$ cat config.mk
export PLATFORM = sky130hd
export DESIGN_NAME = duc_core
export DESIGN_NICKNAME = d
export VERILOG_FILES = /design/src/duc_pkg.sv /design/src/duc_core.sv /design/src/duc_sync.sv
export SDC_FILE = /design/constraint.sdc
export NUM_CORES = 1
export LEC_CHECK = 0
export BUFFER_PORTS_ARGS = -buffer_cell sky130_fd_sc_hd__clkbuf_2
export CORE_MARGIN = 2
export CORE_UTILIZATION = 50
export CTS_CLUSTER_DIAMETER = 30
export CTS_CLUSTER_SIZE = 8
export DETAILED_ROUTE_END_ITERATION = 10
export GPL_TIMING_DRIVEN = 0
export PLACE_DENSITY = 0.75
export SETUP_SLACK_MARGIN = 0.5
export SYNTH_ARGS = -nofsm -noshare
export SYNTH_HDL_FRONTEND = slang
export SYNTH_SLANG_ARGS = --single-unit
$ cat constraint.sdc
create_clock -name clk_sys -period 2 [get_ports clk_sys]
set_input_delay 0.4 -clock clk_sys [delete_from_list [all_inputs] [get_ports clk_sys]]
set_output_delay 0.4 -clock clk_sys [all_outputs]
set_load 0.005 [all_outputs]
$ cat src/duc_pkg.sv
// Constants and types shared by the converter update and preset control core
package duc_pkg;

   // Synchronised pin vector layout
   localparam int unsigned PIN_COUNT      = 6;
   localparam int unsigned PIN_FRAME_N    = 0;
   localparam int unsigned PIN_SCLK       = 1;
   localparam int unsigned PIN_SDATA      = 2;
   localparam int unsigned PIN_LOAD_N     = 3;
   localparam int unsigned PIN_PRESET_N   = 4;
   localparam int unsigned PIN_RESET_N    = 5;

   // Serial frame layout
   localparam int unsigned FRAME_BITS     = 24;
   localparam int unsigned CODE_BITS      = 20;
   localparam int unsigned FRAME_RW_BIT   = 23;
   localparam int unsigned FRAME_ADDR_LSB = 20;
   localparam logic [4:0]  FRAME_LEN      = 5'h18;
   localparam logic [4:0]  FRAME_OVER     = 5'h19;

   // Register addresses
   localparam logic [2:0]  ADDR_CODE      = 3'h1;
   localparam logic [2:0]  ADDR_CONFIG    = 3'h2;
   localparam logic [2:0]  ADDR_PRESET    = 3'h3;
   localparam logic [2:0]  ADDR_PULSE     = 3'h4;

   // Configuration register fields
   localparam int unsigned CFG_FB_SEL     = 1;
   localparam int unsigned CFG_CLAMP      = 2;
   localparam int unsigned CFG_FLOAT      = 3;
   localparam int unsigned CFG_TWOS       = 4;
   localparam int unsigned CFG_LIN_LSB    = 6;
   localparam int unsigned LIN_BITS       = 4;

   // Pulse register fields
   localparam int unsigned PULSE_LOAD     = 0;
   localparam int unsigned PULSE_PRESET   = 1;
   localparam int unsigned PULSE_RESET    = 2;

   // Reset values
   localparam logic [19:0] CODE_RESET     = 20'h00000;
   localparam logic [19:0] PRESET_RESET   = 20'h00000;
   localparam logic [3:0]  LIN_RESET      = 4'h0;
   localparam logic        FLOAT_RESET    = 1'b1;
   localparam logic        CLAMP_RESET    = 1'b1;
   localparam logic        FB_SEL_RESET   = 1'b0;
   localparam logic        TWOS_RESET     = 1'b0;

   // Twos complement to offset binary
   localparam logic [19:0] CODE_SIGN_FLIP = 20'h80000;

   typedef enum logic [1:0] {
      OM_NORMAL,
      OM_FLOAT,
      OM_CLAMP
   } duc_out_mode_t;

endpackage

$ cat src/duc_core.sv
// Serial frame receiver, register file and output update and preset control
`timescale 1ns/1ps
`default_nettype none

// Behaviour
// - Load strobe low during whole frame updates output at frame select rising edge.
// - Load strobe high during frame holds code until later load strobe falling edge.
// - Reset pin or software reset bit returns device to power-on state, except the frame error flag.
// - Low preset input forces output to the 20-bit preset code.
// - After preset release output keeps preset value until a new load.
// - While preset input is low, no output update takes place.
// - Pulse register preset bit clears output to preset code like the pin.
// - Pulse register is write-only; a one acts as a low pin pulse.
// - Software preset ignored while load strobe pin is low.
// - Software load ignored while preset pin is low.
// - Preset code resets to zero and follows the selected coding.
// - Reset restores defaults, floats core, clamps output until configured otherwise.
// - Unclamped output shows current output code, zero code after reset.
// - Float and clamp bits select one of three output states.
// - Linearity trim field defaults to zero; host picks value by span.
// - Feedback resistor select bit set connects the compensation resistor pair.
// - Frame is 24 bits MSB first: read/write, three address, twenty data.
// - Frames with other than 24 falling serial clock edges are discarded.
// - A good write frame is written to its register at frame select rising edge.
module duc_core (
   // Clock and reset
   input  wire logic        clk_sys,
   input  wire logic        rst,
   // Serial link pins
   input  wire logic        frame_sel_n,
   input  wire logic        sclk,
   input  wire logic        serial_in,
   // Control pins
   input  wire logic        load_strobe_n,
   input  wire logic        output_preset_n,
   input  wire logic        reset_n,
   // Converter core controls
   output logic [19:0]      core_code_q,
   output duc_pkg::duc_out_mode_t out_mode_q,
   output logic             core_float_q,
   output logic             output_ground_clamp_q,
   output logic             feedback_resistor_select_q,
   output logic [3:0]       lin_trim_q,
   output logic             twos_coding_q,
   // Status
   output logic             frame_error_q
);

   ////////////////////////////////////////////////////////////////////////////
   // Pin synchronisation

   logic [duc_pkg::PIN_COUNT-1:0] pins_w;
   logic [duc_pkg::PIN_COUNT-1:0] prev_q;
   logic [duc_pkg::PIN_COUNT-1:0] prev_d;

   duc_sync #(
      .WIDTH      (duc_pkg::PIN_COUNT)
   ) u_sync (
      .clk_sys    (clk_sys),
      .rst        (rst),
      .pin_in     ({reset_n, output_preset_n, load_strobe_n,
                    serial_in, sclk, frame_sel_n}),
      .pin_sync_q (pins_w)
   );

   logic frame_n_w;
   logic load_n_w;
   logic preset_n_w;
   logic rstn_w;
   logic frame_fall;
   logic frame_rise;
   logic sclk_fall;
   logic load_fall;

   assign frame_n_w  = pins_w[duc_pkg::PIN_FRAME_N];
   assign load_n_w   = pins_w[duc_pkg::PIN_LOAD_N];
   assign preset_n_w = pins_w[duc_pkg::PIN_PRESET_N];
   assign rstn_w     = pins_w[duc_pkg::PIN_RESET_N];
   assign frame_fall = prev_q[duc_pkg::PIN_FRAME_N] & ~frame_n_w;
   assign frame_rise = ~prev_q[duc_pkg::PIN_FRAME_N] & frame_n_w;
   assign sclk_fall  = prev_q[duc_pkg::PIN_SCLK] & ~pins_w[duc_pkg::PIN_SCLK];
   assign load_fall  = prev_q[duc_pkg::PIN_LOAD_N] & ~load_n_w;

   ////////////////////////////////////////////////////////////////////////////
   // State

   logic [23:0] shift_q;
   logic [23:0] shift_d;
   logic [4:0]  cnt_q;
   logic [4:0]  cnt_d;
   logic        hold_low_q;
   logic        hold_low_d;
   logic [19:0] code_q;
   logic [19:0] code_d;
   logic [19:0] preset_q;
   logic [19:0] preset_d;
   logic [19:0] applied_q;
   logic [19:0] applied_d;
   logic        float_d;
   logic        clamp_d;
   logic        fb_sel_d;
   logic [3:0]  lin_d;
   logic        twos_d;
   logic        err_d;
   logic [19:0] core_code_d;
   duc_pkg::duc_out_mode_t out_mode_d;

   logic        frame_ok;
   logic        wr;
   logic [2:0]  addr;
   logic [19:0] data;
   logic [19:0] new_code;
   logic        sw_load;
   logic        sw_preset;
   logic        sw_reset;
   logic        load_req;
   logic        preset_req;

   ////////////////////////////////////////////////////////////////////////////
   // Next state

   always_comb begin
      prev_d      = pins_w;
      shift_d     = shift_q;
      cnt_d       = cnt_q;
      hold_low_d  = hold_low_q;
      code_d      = code_q;
      preset_d    = preset_q;
      applied_d   = applied_q;
      float_d     = core_float_q;
      clamp_d     = output_ground_clamp_q;
      fb_sel_d    = feedback_resistor_select_q;
      lin_d       = lin_trim_q;
      twos_d      = twos_coding_q;
      err_d       = frame_error_q;

      // Frame shift, MSB first, count saturates past 24
      if (frame_fall) begin
         cnt_d      = 5'h00;
         hold_low_d = ~load_n_w;
      end else if (!frame_n_w && sclk_fall) begin
         shift_d = {shift_q[22:0], pins_w[duc_pkg::PIN_SDATA]};
         if (cnt_q != duc_pkg::FRAME_OVER) begin
            cnt_d = cnt_q + 5'h01;
         end
      end
      if (!frame_n_w && load_n_w) begin
         hold_low_d = 1'b0;
      end

      // Frame decode at frame select rising edge
      frame_ok = frame_rise && (cnt_q == duc_pkg::FRAME_LEN);
      wr       = frame_ok && !shift_q[duc_pkg::FRAME_RW_BIT];
      addr     = shift_q[duc_pkg::FRAME_ADDR_LSB +: 3];
      data     = shift_q[duc_pkg::CODE_BITS-1:0];
      if (frame_rise) begin
         err_d = (cnt_q != duc_pkg::FRAME_LEN);
      end

      if (wr) begin
         unique case (addr)
            duc_pkg::ADDR_CODE:   code_d = data;
            duc_pkg::ADDR_PRESET: preset_d = data;
            duc_pkg::ADDR_CONFIG: begin
               fb_sel_d = data[duc_pkg::CFG_FB_SEL];
               clamp_d  = data[duc_pkg::CFG_CLAMP];
               float_d  = data[duc_pkg::CFG_FLOAT];
               twos_d   = data[duc_pkg::CFG_TWOS];
               lin_d    = data[duc_pkg::CFG_LIN_LSB +: duc_pkg::LIN_BITS];
            end
            default: ;
         endcase
      end

      // Pulse register bits act as pin pulses, nothing is stored
      sw_load   = wr && (addr == duc_pkg::ADDR_PULSE) && data[duc_pkg::PULSE_LOAD];
      sw_preset = wr && (addr == duc_pkg::ADDR_PULSE) && data[duc_pkg::PULSE_PRESET];
      sw_reset  = wr && (addr == duc_pkg::ADDR_PULSE) && data[duc_pkg::PULSE_RESET];

      // Output update and preset, preset has priority
      new_code   = (wr && addr == duc_pkg::ADDR_CODE) ? data : code_q;
      load_req   = (frame_ok && hold_low_q)
                 | (load_fall && frame_n_w && !frame_rise)
                 | sw_load;
      preset_req = !preset_n_w
                 | (sw_preset && load_n_w);
      if (preset_req) begin
         applied_d = preset_q;
      end else if (load_req) begin
         applied_d = new_code;
      end

      // Pin or software reset returns to power-on state, frame error flag kept
      if (!rstn_w || sw_reset) begin
         cnt_d      = duc_pkg::FRAME_OVER;
         hold_low_d = 1'b0;
         code_d     = duc_pkg::CODE_RESET;
         preset_d   = duc_pkg::PRESET_RESET;
         applied_d  = duc_pkg::CODE_RESET;
         float_d    = duc_pkg::FLOAT_RESET;
         clamp_d    = duc_pkg::CLAMP_RESET;
         fb_sel_d   = duc_pkg::FB_SEL_RESET;
         lin_d      = duc_pkg::LIN_RESET;
         twos_d     = duc_pkg::TWOS_RESET;
      end

      // Core code in offset binary, preset follows the same coding
      core_code_d = twos_d ? (applied_d ^ duc_pkg::CODE_SIGN_FLIP) : applied_d;

      // Three output states
      if (clamp_d) begin
         out_mode_d = duc_pkg::OM_CLAMP;
      end else if (float_d) begin
         out_mode_d = duc_pkg::OM_FLOAT;
      end else begin
         out_mode_d = duc_pkg::OM_NORMAL;
      end
   end

   ////////////////////////////////////////////////////////////////////////////
   // Registers

   always_ff @(posedge clk_sys) begin
      if (rst) begin
         prev_q                     <= '1;
         shift_q                    <= 24'h000000;
         cnt_q                      <= duc_pkg::FRAME_OVER;
         hold_low_q                 <= 1'b0;
         code_q                     <= duc_pkg::CODE_RESET;
         preset_q                   <= duc_pkg::PRESET_RESET;
         applied_q                  <= duc_pkg::CODE_RESET;
         core_float_q               <= duc_pkg::FLOAT_RESET;
         output_ground_clamp_q      <= duc_pkg::CLAMP_RESET;
         feedback_resistor_select_q <= duc_pkg::FB_SEL_RESET;
         lin_trim_q                 <= duc_pkg::LIN_RESET;
         twos_coding_q              <= duc_pkg::TWOS_RESET;
         frame_error_q              <= 1'b0;
         core_code_q                <= duc_pkg::CODE_RESET;
         out_mode_q                 <= duc_pkg::OM_CLAMP;
      end else begin
         prev_q                     <= prev_d;
         shift_q                    <= shift_d;
         cnt_q                      <= cnt_d;
         hold_low_q                 <= hold_low_d;
         code_q                     <= code_d;
         preset_q                   <= preset_d;
         applied_q                  <= applied_d;
         core_float_q               <= float_d;
         output_ground_clamp_q      <= clamp_d;
         feedback_resistor_select_q <= fb_sel_d;
         lin_trim_q                 <= lin_d;
         twos_coding_q              <= twos_d;
         frame_error_q              <= err_d;
         core_code_q                <= core_code_d;
         out_mode_q                 <= out_mode_d;
      end
   end
endmodule

`default_nettype wire

$ cat src/duc_sync.sv
// Two flip-flop synchroniser for a group of pin inputs
`timescale 1ns/1ps
`default_nettype none

module duc_sync #(
   parameter int unsigned WIDTH = 1
) (
   // Clock and reset
   input  wire logic             clk_sys,
   input  wire logic             rst,
   // Pins in, synchronised out
   input  wire logic [WIDTH-1:0] pin_in,
   output logic      [WIDTH-1:0] pin_sync_q
);

   logic [WIDTH-1:0] meta_q;

   always_ff @(posedge clk_sys) begin
      if (rst) begin
         meta_q     <= '1;
         pin_sync_q <= '1;
      end else begin
         meta_q     <= pin_in;
         pin_sync_q <= meta_q;
      end
   end

endmodule

`default_nettype wire

==> metrics.cfg <==
[pwr]
clkPwrFrac_pct=52.3
leakagePower_uw=0.002502
p_per_area_mw_per_mm2=859.5
pwr-share-seq_pct=41.2
intPower_uw=4443
irDropWorstVdd_uv=633.4
p_switching_uw=1343
comb_power_share_pct=6.6
p_sw_share_pct=23.22

[clock_network]
clkSlewWorstSetupHoldPaths_ns=0.06
clock-sinks=117
postCtsHoldBufs=0
numCtsBuffers=17
clk_latency_ns=0.53
cts_tree=done
h-tree-depth=4
cts_root_buf=clkbuf_8
clk_path_buf_depth=2

[route]
routedWlPerCell_microns=20.47
antenna_left=0
vias_per_cell=5.719
vias=4135
drt_iter0_markers=355
dr.pass1.iters=5
drt-total-wl_mm=14.80
drc=0

[die]
start_util_pct=51.01
fp.dieW_microns=97.87
dieArea_sq_mm=0.009578
core_sq_mm=0.008636
die_y_microns=97.87
rows=34
io_pins=39

[timing]
finalSetupViolCount=3
tightest_slew_ns=0.5551
max_clock_freq_mhz=493.4
slew_headroom_pct=62.99
period_minus_slack_ns=2.027
final.setup.tns_ns=-0.05896
fin_crit_sh_pct=101.3
worst_clock_skew_ns=0.01188
rsz0062_at_grt=true
finalHoldViolations=0
final_max_slew_viol_count=0
fin_ws_ns=-0.02686

[placed_design]
routabilityCongestion=0.8092
dp_hpwl_mm=6.345
dp_slack_ns=-0.1674
dpl.cell_count=633
portBuffers=38

[layout]
antenna_cells=0
final_cell_mix=112 x dfxtp_1, 111 x nand2_1, 53 x buf_4, 41 x clkbuf_2, 26 x a21oi_1
area_growth_pct=52.83
final_common_cell=dfxtp_1
layout-drive-gt1-share_pct=48.13
stdcell_count=723
fin_nets=613

[logic_synthesis]
synth_seq_area_share_pct=53.17
syn_nets=498
synth_cell_types=35
ys_ff_latch=117
netlist_area_sq_mm=0.004405
yosysWarningCount=0
synth_edf_count=0
async_flop_share_pct=0
synth_ff_type=dfxtp_1
avgSynthCellArea_sq_um=9.046
syn_inst=487

[global_route]
grt_pass1_vias=3859
grt_max_degree=17
grt_usage_pct=26.30
antenna_found_initial=0
grt_pass1_wl_mm=19.63
grt.overflow.total=0

[critical_path]
start_kind=flip-flop
crit_path_end_kind=flip-flop
worst-path-buf-inv=1
required_ns=2.42
crit_chain=nor4b_4, buf_4, a21oi_2, o21ai_4, o21ai_1, o22ai_2, mux2_2
critPathArrivalTime_ns=2.44
critPathMaxFanout=4
worst_path_max_delay_cell=mux2_2
crit_type=flip-flop to flip-flop
cp_top_family=compound AO/OA/AOI/OAI gates
max_stage_delay_ns=0.38

[job]
drv_cap=0

[run_status]
status=complete, but fails checks
violations=negative setup slack

[worst_hold_path]
hold_class=input pin to flip-flop

layer usage:
metal / part of all wire, % / GRT usage (%) / up-vias / wire length [microns]
li1: - / - / 1841 / -
met1: 37 / 31.34 / 1989 / 5504
met2: 50 / 45.36 / 223 / 7460
met3: 6.7 / 5.011 / 82 / 997
met4: 5.6 / 13.03 / 0 / 836
met5: 0 / 0 / - / 0
area by class of cell:
cell class                 instances  area [sq um]
multi-input combinational        317          2350
tap                              108         135.1
clock inverter                    13         157.7
fill                             475          1903
inverter                           6         22.52
timing repair buffer              96         872.1
sequential                       117          2354
clock buffer                      19         421.7
buffer                            47         420.4
stage by stage:
stage          util [%]  hold WS [ns]  instance area [sq um]  total power (uW)
2_1_floorplan         -        0.3895                   4424              2558
3_3_place_gp      55.00        0.3921                   4750              2618
3_5_place_dp      55.00        0.3973                   4750              2622
4_1_cts           70.78       0.05522                   6112              5660
5_1_grt           77.96       0.05445                   6733              5910
6_report          77.96       0.05271                   6733              5787
final timing paths:
kind	from	endpoint	slack [ns]	cells past startpoint
worst max-delay path	shift_q[21]	core_code_q[19]	-0.03	7
worst min-delay path	output_preset_n	u_sync.meta_q[4]	0.05	2
worst max register to register	shift_q[21]	core_code_q[19]	-0.03	7
worst min register to register	u_sync.meta_q[1]	u_sync.pin_sync_q[1]	0.41	1
cell usage after synthesis, types with 4 or more instances:
master / n / area share [%]
dfxtp_1: 117 / 53
nand2_1: 116 / 9.9
a21oi_1: 47 / 5.3
nor2_1: 30 / 2.6
mux2i_1: 29 / 6.6
buf_4: 22 / 3.7
o2bb2ai_1: 19 / 3.8
o21ai_0: 15 / 1.7
or2_2: 15 / 2.1
clkbuf_1: 14 / 1.2
o21ai_1: 10 / 1.1
buf_2: 7 / 0.80
inv_1: 6 / 0.51
buf_6: 4 / 1.0
nand4_1: 4 / 0.57
power groups by stage:
stage	clock (uW)	sequential (uW)	combinational [uW]
CTS	2960	2380	315
global route	3130	2380	398
detailed placement	0	2430	190
global placement	0	2430	187
finish	3020	2380	381
floorplan	0	2430	130
state kept, by name, summed over array words and instances, names as in the netlist:
name                        count
code_q                         20
prev_q                          3
hold_low_q                      1
out_mode_q                      2
frame_error_q                   1
preset_q                       20
core_float_q                    1
u_sync.pin_sync_q               6
output_ground_clamp_q           1
feedback_resistor_select_q      1
applied_q                       1
core_code_q                    20
twos_coding_q                   1
u_sync.meta_q                   6
lin_trim_q                      4
shift_q                        24
cnt_q                           5
cell families (layout without fill, tap and decap cells):
logic type / Yosys count / in the layout / share of synthesized area, %
and+or+nand+nor: 186 / 186 / 18.66
DFF: 117 / 117 / 53.17
adders and majority gates: 3 / 3 / 0.8521
muxes: 30 / 30 / 6.845
buffers and inverters: 53 / 181 / 7.270
xor gates and xnor gates: 4 / 4 / 0.7954
AOI/OAI and AO/OA: 94 / 94 / 12.41
timing repair:
item | 4_1_cts | 5_1_grt
hold endpoints to repair | 0 | 0
gates cloned | 6 | 2
buffers inserted | 28 | 22
setup endpoints to repair | 97 | 94
gates resized for setup | 110 | 96
pin swaps | 20 | 20
(Power assumes the default switching activity.)
